$ cat src/logic/prfa_pkg.sv
/*
  package for the pointer register file: register offsets, widths, reset values and addressing modes.
  assumes a core that reaches the system registers through one 8-bit data-memory address space.
*/
package prfa_pkg;
  localparam int DATA_W = 8;
  localparam int ADDR_W = 8;
  localparam logic [7:0] OFF_RAM_PTR_LOW = 8'h80;
  localparam logic [7:0] OFF_RAM_PTR_HIGH = 8'h81;
  localparam logic [7:0] OFF_TABLE_HIGH = 8'h82;
  localparam logic [7:0] OFF_ALT_PTR_LOW = 8'h83;
  localparam logic [7:0] OFF_ALT_PTR_HIGH = 8'h84;
  localparam logic [7:0] OFF_ROM_INDEX = 8'h85;
  localparam logic [7:0] OFF_WORK_LAST = 8'h87;
  localparam logic [7:0] GP_AREA_LAST = 8'h7f;
  localparam logic [7:0] ROM_INDEX_RST = 8'h00;
  localparam logic [7:0] UNDEF_RST = 8'h00;
  localparam logic [7:0] UNMAPPED_READ = 8'h00;
  typedef enum logic [1:0] {
    PRFA_MODE_DIRECT,
    PRFA_MODE_FIRST_IND,
    PRFA_MODE_SECOND_IND
  } prfa_mode_t;
  typedef enum logic {
    PRFA_TBL_ROM_INDEX,
    PRFA_TBL_ALT_PAIR
  } prfa_tblsel_t;
endpackage

$ cat src/logic/prfa_byte_reg.sv
/*
  one 8-bit working register with two write ports: software store and table-read load.
  assumes both write strobes come from logic on mclk; the table load wins if both fire together.
*/
`timescale 1ns/10ps
`default_nettype none
module prfa_byte_reg
  import prfa_pkg::*;
#(
  parameter logic [7:0] RST_VAL = 8'h00
) (
  // clock and reset
  input wire logic mclk,
  input wire logic reset_n,
  // writes
  input wire logic sw_we,
  input wire logic [7:0] sw_data,
  input wire logic hw_we,
  input wire logic [7:0] hw_data,
  // state
  output logic [7:0] value
);
  logic [7:0] value_r;
  logic [7:0] value_nxt;

  assign value_nxt = hw_we ? hw_data : (sw_we ? sw_data : value_r);
  assign value = value_r;

  always_ff @(posedge mclk or negedge reset_n) begin
    if (!reset_n) begin
      value_r <= RST_VAL;
    end else begin
      value_r <= value_nxt;
    end
  end
endmodule
`default_nettype wire

$ cat src/logic/prfa_top.sv
/*
  pointer register file of an 8-bit core: working registers, indirect ram pointers, table-read
  pointer and table high byte, plus data-memory address forming for direct and indirect operands.
  assumes the execution core drives the register port and mode inputs from mclk logic and
  supplies the program-memory word for a table read in the same cycle as its strobe.
*/
// Notes on behaviour
// RULE1: ram_pointer_high and ram_pointer_low are 8-bit read/write working registers, reset undefined.
// RULE2: first indirect operand: bank from ram_pointer_high, location from ram_pointer_low.
// RULE3: second indirect operand: bank from alt_pointer_high, location from alt_pointer_low.
// RULE4: rom_index is 8-bit read/write, cleared at reset, table-read pointer or storage.
// RULE5: alt pointer pair is 8-bit read/write, undefined reset, working, ram and rom pointer.
// RULE6: table read puts word high byte into table_high_byte, low byte into accumulator.
// RULE7: table_high_byte is 8-bit read/write, undefined reset, otherwise general working storage.
// RULE8: software immediate stores target only working registers 0x80 through 0x87.
// RULE9: direct addressing moves data between accumulator and the encoded ram location.
// RULE10: bank 0 general-purpose area ends at 7FH and indirect pointers reach it.
// RULE11: a freshly written pointer is used by the very next dereference with no wait; tbl_rom_addr takes no bypass, only ram address forming does.
`timescale 1ns/10ps
`default_nettype none
module prfa_top
  import prfa_pkg::*;
(
  // clock and reset
  input wire logic mclk,
  input wire logic reset_n,
  // register port
  input wire logic [7:0] reg_addr,
  input wire logic [7:0] reg_wdata,
  input wire logic reg_wr,
  input wire logic reg_rd,
  output logic [7:0] reg_rdata,
  // operand address forming
  input wire logic [1:0] oper_mode,
  input wire logic [7:0] oper_direct_addr,
  output logic [7:0] ram_bank,
  output logic [7:0] ram_loc,
  output logic ram_in_gp_area,
  // table read
  input wire logic tbl_sel,
  input wire logic tbl_load,
  input wire logic [15:0] tbl_word,
  output logic [15:0] tbl_rom_addr,
  output logic acc_load,
  output logic [7:0] acc_data,
  // immediate store guard
  output logic imm_target_ok
);
  logic [7:0] ptr_low;
  logic [7:0] ptr_high;
  logic [7:0] tbl_high;
  logic [7:0] alt_low;
  logic [7:0] alt_high;
  logic [7:0] rom_idx;
  logic [7:0] rdata_r;
  logic [7:0] rdata_nxt;
  logic acc_load_r;
  logic [7:0] acc_data_r;
  logic [7:0] bank_r;
  logic [7:0] loc_r;
  logic [7:0] bank_nxt;
  logic [7:0] loc_nxt;
  logic we_ptr_low;
  logic we_ptr_high;
  logic we_tbl_high;
  logic we_alt_low;
  logic we_alt_high;
  logic we_rom_idx;
  logic [7:0] fwd_ptr_low;
  logic [7:0] fwd_ptr_high;
  logic [7:0] fwd_alt_low;
  logic [7:0] fwd_alt_high;
  prfa_mode_t mode;

  assign mode = prfa_mode_t'(oper_mode);

  // write decode
  assign we_ptr_low = reg_wr && (reg_addr == OFF_RAM_PTR_LOW); // RULE1
  assign we_ptr_high = reg_wr && (reg_addr == OFF_RAM_PTR_HIGH); // RULE1
  assign we_tbl_high = reg_wr && (reg_addr == OFF_TABLE_HIGH); // RULE7
  assign we_alt_low = reg_wr && (reg_addr == OFF_ALT_PTR_LOW); // RULE5
  assign we_alt_high = reg_wr && (reg_addr == OFF_ALT_PTR_HIGH); // RULE5
  assign we_rom_idx = reg_wr && (reg_addr == OFF_ROM_INDEX); // RULE4

  // undefined-reset registers still start from a known value to keep simulation clean
  prfa_byte_reg #(.RST_VAL(UNDEF_RST)) u_ptr_low (
    .mclk(mclk), .reset_n(reset_n), .sw_we(we_ptr_low), .sw_data(reg_wdata),
    .hw_we(1'b0), .hw_data(UNDEF_RST), .value(ptr_low)
  );
  prfa_byte_reg #(.RST_VAL(UNDEF_RST)) u_ptr_high (
    .mclk(mclk), .reset_n(reset_n), .sw_we(we_ptr_high), .sw_data(reg_wdata),
    .hw_we(1'b0), .hw_data(UNDEF_RST), .value(ptr_high)
  );
  prfa_byte_reg #(.RST_VAL(UNDEF_RST)) u_tbl_high (
    .mclk(mclk), .reset_n(reset_n), .sw_we(we_tbl_high), .sw_data(reg_wdata),
    .hw_we(tbl_load), .hw_data(tbl_word[15:8]), .value(tbl_high)
  ); // RULE6
  prfa_byte_reg #(.RST_VAL(UNDEF_RST)) u_alt_low (
    .mclk(mclk), .reset_n(reset_n), .sw_we(we_alt_low), .sw_data(reg_wdata),
    .hw_we(1'b0), .hw_data(UNDEF_RST), .value(alt_low)
  );
  prfa_byte_reg #(.RST_VAL(UNDEF_RST)) u_alt_high (
    .mclk(mclk), .reset_n(reset_n), .sw_we(we_alt_high), .sw_data(reg_wdata),
    .hw_we(1'b0), .hw_data(UNDEF_RST), .value(alt_high)
  );
  prfa_byte_reg #(.RST_VAL(ROM_INDEX_RST)) u_rom_idx (
    .mclk(mclk), .reset_n(reset_n), .sw_we(we_rom_idx), .sw_data(reg_wdata),
    .hw_we(1'b0), .hw_data(ROM_INDEX_RST), .value(rom_idx)
  ); // RULE4

  // read mux; unmapped addresses read as zero
  always_comb begin
    if (reg_addr == OFF_RAM_PTR_LOW) begin
      rdata_nxt = ptr_low;
    end else if (reg_addr == OFF_RAM_PTR_HIGH) begin
      rdata_nxt = ptr_high;
    end else if (reg_addr == OFF_TABLE_HIGH) begin
      rdata_nxt = tbl_high;
    end else if (reg_addr == OFF_ALT_PTR_LOW) begin
      rdata_nxt = alt_low;
    end else if (reg_addr == OFF_ALT_PTR_HIGH) begin
      rdata_nxt = alt_high;
    end else if (reg_addr == OFF_ROM_INDEX) begin
      rdata_nxt = rom_idx;
    end else begin
      rdata_nxt = UNMAPPED_READ;
    end
  end

  // bypass a same-cycle pointer write so the dereference never waits a cycle
  assign fwd_ptr_low = we_ptr_low ? reg_wdata : ptr_low; // RULE11
  assign fwd_ptr_high = we_ptr_high ? reg_wdata : ptr_high; // RULE11
  assign fwd_alt_low = we_alt_low ? reg_wdata : alt_low; // RULE11
  assign fwd_alt_high = we_alt_high ? reg_wdata : alt_high; // RULE11

  // address forming; direct addresses sit in bank 0
  always_comb begin
    case (mode)
      PRFA_MODE_FIRST_IND: begin
        bank_nxt = fwd_ptr_high; // RULE2
        loc_nxt = fwd_ptr_low; // RULE2
      end
      PRFA_MODE_SECOND_IND: begin
        bank_nxt = fwd_alt_high; // RULE3
        loc_nxt = fwd_alt_low; // RULE3
      end
      default: begin
        bank_nxt = 8'h00; // RULE9
        loc_nxt = oper_direct_addr; // RULE9
      end
    endcase
  end

  assign ram_bank = bank_r;
  assign ram_loc = loc_r;
  assign ram_in_gp_area = (bank_r == 8'h00) && (loc_r <= GP_AREA_LAST); // RULE10

  // table pointer: rom_index alone, or the alt pair as a 16-bit address
  assign tbl_rom_addr = (tbl_sel == PRFA_TBL_ALT_PAIR) ? {alt_high, alt_low} : {8'h00, rom_idx};

  // immediate stores are legal only into the working register window
  assign imm_target_ok = (reg_addr >= OFF_RAM_PTR_LOW) && (reg_addr <= OFF_WORK_LAST); // RULE8

  assign reg_rdata = rdata_r;
  assign acc_load = acc_load_r;
  assign acc_data = acc_data_r;

  always_ff @(posedge mclk or negedge reset_n) begin
    if (!reset_n) begin
      rdata_r <= UNMAPPED_READ;
      bank_r <= 8'h00;
      loc_r <= 8'h00;
      acc_load_r <= 1'b0;
      acc_data_r <= 8'h00;
    end else begin
      rdata_r <= reg_rd ? rdata_nxt : UNMAPPED_READ;
      bank_r <= bank_nxt;
      loc_r <= loc_nxt;
      acc_load_r <= tbl_load; // RULE6
      acc_data_r <= tbl_load ? tbl_word[7:0] : acc_data_r; // RULE6
    end
  end
endmodule
`default_nettype wire

$ cat config.mk
export PLATFORM = sky130hd
export DESIGN_NAME = prfa_top
export DESIGN_NICKNAME = d
export VERILOG_FILES = /design/src/logic/prfa_pkg.sv /design/src/logic/prfa_byte_reg.sv /design/src/logic/prfa_top.sv
export SDC_FILE = /design/constraint.sdc
export NUM_CORES = 1
export LEC_CHECK = 0
export BUFFER_PORTS_ARGS = -buffer_cell sky130_fd_sc_hd__buf_2
export CAP_MARGIN = 20
export CORE_ASPECT_RATIO = 0.8
export CORE_MARGIN = 5
export CORE_UTILIZATION = 48
export CTS_CLUSTER_DIAMETER = 200
export DETAILED_ROUTE_END_ITERATION = 7
export GPL_TIMING_DRIVEN = 1
export PLACE_DENSITY = 0.87
export REMOVE_ABC_BUFFERS = 1
export SLEW_MARGIN = 25
export SYNTH_ARGS = -nofsm -noshare
export SYNTH_HDL_FRONTEND = slang
export SYNTH_SLANG_ARGS = --single-unit
$ cat constraint.sdc
create_clock -name mclk -period 1.4 [get_ports mclk]
set_input_delay 0.28 -clock mclk [delete_from_list [all_inputs] [get_ports mclk]]
set_output_delay 0.28 -clock mclk [all_outputs]
set_load 0.005 [all_outputs]
# [Word-level counts from Yosys, hierarchy flattened]
# Index checks and enable logic that the tools add are counted.
[op_classes] addsub=0 mul=0 div_mod_pow=0 magnitude_cmp=3 n_eq_ne=8 n_shift=0 n_mux=16 n_bitwise=0 reduce_logical=10
[ops] operator="8-bit 2-to-1 mux" n=13
[ops] operator="8-bit equality test (second input constant)" n=6
[ops] operator="8-bit case mux with 2 select lines" n=2
[ops] operator="16-bit 2-to-1 mux" n=1
[ops] operator="8-bit greater-or-equal comparator (second input constant)" n=1
[ops] operator="8-bit by 7-bit <= comparator with 1-bit output (second input constant)" n=1
[ops] operator="8-bit <= comparator (second input constant)" n=1
[ops] operator="1-bit logical AND" n=8
[ops] operator="8-bit zero test" n=1
[ops] operator="2-bit by 1-bit equality test with 1-bit output (second input constant)" n=1
[ops] operator="2-bit equality test (second input constant)" n=1
[ops] operator="2-bit nonzero test" n=1
[totals] regBits=81 latch_bits=0 ramBits=0 mem_bits_ro=0 inputBits=48 output_inout_bits=51 elab_cells=48 mem_count=0

# [Longest topological paths before layout]
# Gate-level depths: netlist (run 1).
[depth] depth_word=8 depth_mapped=7

# [Modules after synthesis]
# From an unflattened synthesis (run 1), not the netlist that was laid out.
[unflattened] hier_cells=446 hier_area_um2=4599.4
[by_module_without_submodules] module="prfa_top" instances=1 cells_per_inst=242 area_each_um2=2362.3 seq_area_each_um2=825.8
[by_module_without_submodules] module="prfa_byte_reg" instances=6 cells_per_inst=34 area_each_um2=372.9 seq_area_each_um2=200.2

# [Worst setup path before layout (run 1)]
# No wires, ideal clock.
[synth_path] path_type="input to register" from="input port reg_addr[2]" to="register loc_r[7], in the netlist ram_loc[7]" setup_ns=0.140 t_arrival_ns=1.721 required_ns=1.260 path_slack_ns=-0.461 cell_stages=5 cell_sequence="buf_6 -> or4b_4 -> nor3_4 -> mux2i_1 -> o221ai_1"
[synth_via] elab_chain_len=4 word_cells_on_any_way=7
[synth_lines] item="start, declared" line_no="prfa_top.sv:28" text="input wire logic [7:0] reg_addr,"
[synth_lines] item="8-bit equality test, on equally long branches" line_no="prfa_top.sv:81, prfa_top.sv:78"
[synth_lines] item="1-bit logical AND, on equally long branches" line_no="prfa_top.sv:81, prfa_top.sv:78"
[synth_lines] item="8-bit 2-to-1 mux, on equally long branches" line_no="prfa_top.sv:133, prfa_top.sv:131"
[synth_lines] item="8-bit case mux with 2 select lines (*)" line_no="prfa_top.sv:138" text="case (mode)"
[synth_lines] item="via loc_nxt[7]" line_no="prfa_top.sv:62" text="logic [7:0] loc_nxt;"
[synth_lines] item="end signal, assigned" line_no="prfa_top.sv:178" text="loc_r <= loc_nxt;"
[synth_lines] item="end, declared" line_no="prfa_top.sv:60" text="logic [7:0] loc_r;"
# The timed path passes the listed nets; every way through them passes the cells marked *.
# A chain may end at the register's enable or synchronous reset.

# [Worst setup path in the final report (run 1)]
[layout_path] from="register bank_r[6], in the netlist ram_bank[6]" to="output port ram_in_gp_area"
[layout_via] elab_chain_len=2
[layout_lines] item="start, declared" line_no="prfa_top.sv:59" text="logic [7:0] bank_r;"
[layout_lines] item="start signal, assigned" line_no="prfa_top.sv:177" text="bank_r <= bank_nxt;"
[layout_lines] item="8-bit zero test" line_no="prfa_top.sv:156" text="assign ram_in_gp_area = (bank_r == 8'h00) && (loc_r <= GP_AREA_LAST);"
[layout_lines] item="1-bit logical AND" line_no="prfa_top.sv:156"
[layout_lines] item="end, declared" line_no="prfa_top.sv:38" text="output logic ram_in_gp_area,"
# Every way passes these cells.

==> results of run 1 <==
-- synthesized netlist by cell type (all sizes together) --
master,count
a2111oi,1
dfrtp,81
o22a,8
ha,2
or4b,1
mux2i,24
a21boi,8
or3b,1
mux2,56
buf,7
nor2,11
nand4,9
a21oi,8
nand2b,2
nor4b,1
or3,1
o21ai,18
clkinv,1
inv,10
o211ai,7
nand2,21
nor4,2
a32o,8
nor2b,10
clkbuf,15
nor3,9
o221ai,8
nand3,3
and2,9
nor3b,9
-- kinds of logic after synthesis --
group                      count (synthesis)  synth area share
and+or+nand+nor                           89            0.1248
DFF                                       81            0.5015
muxes                                     80            0.2155
AOI/OAI and AO/OA                         66            0.1183
buffers and inverters                     33           0.03375
adders and majority gates                  2          0.006191
-- final timing paths --
path,depth (start not counted),endpoint,startpoint
setup / recovery,4,ram_in_gp_area,ram_bank[6]
hold / removal,3,u_tbl_high.value[1],tbl_word[9]
setup reg to reg,5,reg_rdata[7],u_alt_low.value[7]
hold reg to reg,1,acc_data[5],acc_data[5]
max in group asynchronous,3,u_rom_idx.value[0],reset_n
min in group asynchronous,2,ram_loc[6],reset_n
-- what timing repair did --
item,4_1_cts,5_1_grt
hold buffers,1,0
setup endpoints to repair,57,57
endpoints found under the hold margin,25,0
buffers inserted,17,2
pin swaps,13,6
gates resized for setup,59,29
-- sequential cells by signal, summed over array words and instances, names as in the netlist --
signal            cells
reg_rdata             8
ram_loc               8
u_tbl_high.value      8
acc_load              1
u_rom_idx.value       8
ram_bank              8
acc_data              8
u_alt_low.value       8
u_alt_high.value      8
u_ptr_low.value       8
u_ptr_high.value      8
-- layer usage --
layer	wire [um]	track usage	up-vias
li1	-	-	1582
met1	5005	0.3031	1782
met2	6022	0.3969	178
met3	975	0.07058	33
met4	364	0.09610	0
met5	0	0	-
-- critical path: cells and delay by family, from the launching register on --
family	cells	cell delay, ns
buffers and inverters	1	0.15
AND/OR/NAND/NOR	3	0.51
flip-flops	1	0.39
-- area by class of cell --
| type | instances | area, sq um | share of cell area |
|---|---|---|---|
| clock buffers | 13 | 168.9 | 0.02967 |
| clock inverters | 2 | 60.06 | 0.01055 |
| inverters | 11 | 41.29 | 0.007253 |
| multi-input cells | 237 | 2142 | 0.3763 |
| flip-flops and latches | 81 | 2028 | 0.3563 |
| well taps | 112 | 140.1 | 0.02462 |
| repair buffers | 157 | 1112 | 0.1954 |
-- report_power, final --
part | switching, W | total, W | internal (W)
combinational | 0.000460 | 0.000902 | 0.000443
sequential | 0.0000830 | 0.00254 | 0.00246
clock | 0.000805 | 0.00195 | 0.00114
-- metrics by stage --
stage	TNS, ns	cell area (sq um)	util
finish	-2.681	5693	0.6832
floorplan	-40.97	3946	-
global placement	-25.83	4935	0.5922
detailed placement	-27.63	4935	0.5922
CTS	-2.245	5564	0.6677
global route	-3.520	5693	0.6832
==> flow_summary.json, run 1 <==
{
  "outcome": "finished with violations",
  "violations": "setup timing",
  "ir_worst_vdd_mv": 0.6338,
  "p_per_area_nw_per_um2": 947.3,
  "rsz0062_at_grt": "true",
  "initial_core_util": 0.4850,
  "ys_ff_latch": 81,
  "cts-root-buf": "clkbuf_8",
  "min_period_ns": 1.691,
  "die_y_um": 92.07,
  "fmax_mhz": 591.5,
  "fin_nets": 547,
  "die_w_um": 112.6,
  "grt_max_degree": 30,
  "cap_viol_max_count": 0,
  "crit_chain": "nor4_2 > nand2_1 > nor4_1 > buf_2",
  "io_buffers": 98,
  "yosysTopAreaCell": "dfrtp_1",
  "skew_ns": 0.009636,
  "antenna_found_initial": 0,
  "vias_per_cell": 5.832,
  "layout-drive-gt1-share": 0.5170,
  "wl_per_cell_um": 20.18,
  "hp-class": "in2reg",
  "end_kind": "output pin",
  "yosysUniqueCellTypes": 36,
  "layout_commonest_cell": "buf_2",
  "r2r_slack_ns": 0.14,
  "antenna_cells": 0,
  "final_cell_mix": "buf_2 (84), dfrtp_1 (80), buf_4 (47)",
  "ys_seq_area_frac": 0.5015,
  "dp_slack_ns": -0.5577,
  "report.final.setup_viol": 41,
  "rows": 30,
  "cts_sinks": 81,
  "grt.overflow.total": 0,
  "whs_ns": 0.1419,
  "max_slew_margin": 0.7178,
  "dieArea_sq_um": 10370,
  "netlist_instances": 351,
  "crit_required_ns": 1.12,
  "dp.final_hpwl_mm": 8.542,
  "drc": 0,
  "worst_slack_ns": -0.2906,
  "cp_slowest_cell": "dfrtp_1",
  "slowest_delay_ns": 0.39,
  "finalWirelength_mm": 12.37,
  "antenna_left": 0,
  "syn_avg_cell_area_sq_um": 11.51,
  "num-fill-cells": 583,
  "synthToLayoutAreaGrowth_pct": 40.87,
  "first_global_vias": 3796,
  "h-tree-depth": 3,
  "finalCritPeriodShare": 1.208,
  "synth.area.top_cells": "dfrtp_1 (50%), mux2_2 (16%), mux2i_1 (5.9%)",
  "clkTransAtPathRegs_ns": 0.08,
  "hold_viol": 0,
  "clock_latency_ns": 0.35,
  "grt.total_usage": 0.2428,
  "total_power_w": 0.005393,
  "crit_arrival_ns": 1.41,
  "instances_no_fill": 613,
  "cts_buffer_depth": 2,
  "synth_top_area_frac": 0.5015,
  "dp.cells": 578,
  "ys.warnings.count": 0,
  "cts_made_buffers": 9,
  "worstPathMaxFanout": 2,
  "worst_slew_pin_slew_ns": 0.4233,
  "vias": 3575,
  "synth_area_sq_um": 4041,
  "drv_slew": 0,
  "grt_pass1_wl_mm": 19.63,
  "io_pins": 99,
  "p_leak_nw": 2.884,
  "criticalPathCategory": "reg2out",
  "drt_iter0_markers": 219,
  "coreArea_sq_um": 8333,
  "crit_path_start_kind": "register",
  "first_pass_iters": 5,
  "cts_tree": "built",
  "routabilityCongestion": 0.9683
}
No activity file was read; power rests on OpenSTA's default activity.
==> inputs of run 2 (changes only) <==
- CORE_UTILIZATION: 48 -> 50
- PLACE_DENSITY: 0.87 -> 0.88
- SYNTH_HIERARCHICAL: default -> 1
==> flow_summary.json, run 2 <==
{
  "outcome": "finished with violations",
  "violations": "setup timing",
  "synth_edf_count": 0,
  "yosysTopAreaCell": "dfrtp_1",
  "rows": 31,
  "skew_ns": 0.003699,
  "drc": 0,
  "die_y_um": 95.79,
  "crit_chain": "buf_6 > or3_4 > or4_4 > buf_12 > mux2i_1 > o22ai_1",
  "ys_seq_area_frac": 0.4407,
  "netSwitchingFraction": 0.2694,
  "hp-class": "in2reg",
  "wl_per_cell_um": 20.53,
  "routabilityCongestion": 0.9362,
  "criticalPathCategory": "in2reg",
  "fin_nets": 706,
  "crit_arrival_ns": 1.89,
  "clkTransAtPathRegs_ns": 0.06,
  "cap_viol_max_count": 0,
  "synthArstFlopShare": 1.000,
  "grt.overflow.total": 0,
  "antenna_left": 0,
  "instances_no_fill": 776,
  "critPathTopFamily": "simple AND/OR/NAND/NOR gates",
  "synthToLayoutAreaGrowth_pct": 42.36,
  "worstPathMaxFanout": 8,
  "synth_common_cells": "dfrtp_1 (81), mux2i_1 (73), nand2_1 (73), o21ai_1 (48), mux2_2 (22)",
  "ys_ff_latch": 81,
  "crit_buf_inv": 2,
  "cts-root-buf": "clkbuf_16",
  "ys.warnings.count": 6,
  "io_pins": 99,
  "yosysUniqueCellTypes": 40,
  "p_per_area_nw_per_um2": 1032,
  "clock_latency_ns": 0.34,
  "antenna_found_initial": 0,
  "fmax_mhz": 587.5,
  "h-tree-depth": 3,
  "p_sw_w": 0.001820,
  "layout_commonest_cell": "buf_2",
  "initial_core_util": 0.5111,
  "vias": 4447,
  "synth_flop_cell": "dfrtp_1",
  "p_seq_frac": 0.402,
  "cts_tree": "built",
  "worst_slack_ns": -0.3022,
  "rsz0062_at_grt": "true",
  "antenna_cells": 0,
  "dieArea_sq_um": 11230,
  "ir_worst_vdd_mv": 0.9355,
  "hold_viol": 0,
  "fin_tns_setup_ns": -7.394,
  "layout-drive-gt1-share": 0.3737,
  "finalCritPeriodShare": 1.216,
  "whs_ns": 0.1596,
  "cts_sinks": 81,
  "dp.final_hpwl_mm": 10.59,
  "dp.cells": 738,
  "crit_required_ns": 1.59,
  "grt_max_degree": 37,
  "synth_top_area_frac": 0.4407,
  "drv_slew": 0,
  "cp_slowest_cell": "or4_4",
  "cts_made_buffers": 9,
  "clock_power_share": 0.409,
  "p_leak_nw": 3.006,
  "min_period_ns": 1.702,
  "final_cell_mix": "buf_2 (84), dfrtp_1 (75), conb_1 (75)",
  "grt_pass1_wl_mm": 23.66,
  "coreArea_sq_um": 8999,
  "power.internal_w": 0.004936,
  "syn_avg_cell_area_sq_um": 10.31,
  "io_buffers": 98,
  "cts_buffer_depth": 2,
  "comb_power_share": 0.188,
  "finalWirelength_mm": 15.93,
  "netlist_instances": 446,
  "slowest_delay_ns": 0.57,
  "die_w_um": 117.2,
  "end_kind": "register",
  "crit_path_start_kind": "input port",
  "report.final.setup_viol": 58,
  "grt.total_usage": 0.2832,
  "synth.area.top_cells": "dfrtp_1 (44%), mux2i_1 (16%), nand2_1 (6.0%)",
  "first_pass_iters": 5,
  "vias_per_cell": 5.731,
  "first_global_vias": 4374,
  "synth_area_sq_um": 4599,
  "drt_iter0_markers": 480,
  "yosysMostFrequentCell": "dfrtp_1"
}
[run 2: cell count changes in the layout (fill, tap and decap cells not counted), moves of 10 or more]
cell / delta
mux2_2: -29
conb_1: +75
mux2i_1: +44
o21ai_1: +40
clkbuf_8: -11
clkbuf_16: +10
o22ai_1: +14
nand2_1: +52
[run 2: logic make-up after synthesis]
logic type                 count (synthesis)  synth area share
buffers and inverters                     40           0.05740
DFF                                       81            0.4407
AOI/OAI and AO/OA                        113            0.1651
and+or+nand+nor                          114            0.1178
other                                      1         0.0008153
adders and majority gates                  2          0.005440
muxes                                     95            0.2127
[run 2: through the flow]
stage | worst slack (ns) | util | power, W | instance area, sq um
floorplan | -1.048 | - | 0.003168 | 4632
global placement | -0.5427 | 0.6261 | 0.003712 | 5634
detailed placement | -0.6168 | 0.6261 | 0.003761 | 5634
CTS | -0.2794 | 0.7079 | 0.006652 | 6370
global route | -0.3673 | 0.7276 | 0.006993 | 6548
finish | -0.3022 | 0.7276 | 0.006756 | 6548
[run 2: timing repair]
action / 4_1_cts / 5_1_grt
hold buffers: 1 / 0
setup endpoints to repair: 58 / 69
endpoints found under the hold margin: 14 / 0
gates cloned: 1 / 0
resized for setup: 53 / 31
pin swaps: 25 / 9
setup buffers: 15 / 5
[run 2: metal layers]
layer / vias up / share of wire / global-route usage
met5: - / 0 / 0
met4: 0 / 0.037 / 0.1328
met3: 51 / 0.10 / 0.05657
met2: 298 / 0.47 / 0.4520
met1: 2120 / 0.39 / 0.3708
li1: 1978 / - / -
[run 2: area by class of cell]
class,count,area [sq um]
Inverter,5,31.28
Clock buffer,10,239.0
Fill cell,610,2451
Sequential cell,81,2034
Clock inverter,6,115.1
Tap cell,115,143.9
Multi-Input combinational cell,399,2824
Timing Repair Buffer,160,1160
[run 2: power groups by stage]
stage               combinational [W]  sequential (W)  clock [W]
global route                  0.00137         0.00273    0.00289
CTS                           0.00117         0.00270    0.00278
detailed placement            0.00100         0.00276          0
global placement             0.000968         0.00274          0
finish                        0.00127         0.00272    0.00277
floorplan                    0.000488         0.00268          0
[run 2: worst paths after layout]
kind | start | to | slack, ns | cells after the start
setup / recovery | reg_addr[6] | ram_bank[4] | -0.30 | 6
hold / removal | oper_direct_addr[1] | ram_loc[1] | 0.16 | 3
setup reg to reg | u_rom_idx/value[5] | reg_rdata[5] | 0.08 | 4
hold reg to reg | acc_data[1] | acc_data[1] | 0.50 | 1
max in group asynchronous | reset_n | u_alt_low/value[5] | 0.57 | 3
min in group asynchronous | reset_n | u_alt_high/value[3] | 0.36 | 2
[run 2: tightest hold or removal path, cell delays in order]
cell and delay [ns]:
buf_2 0.08, a32oi_2 0.05, o211ai_2 0.05
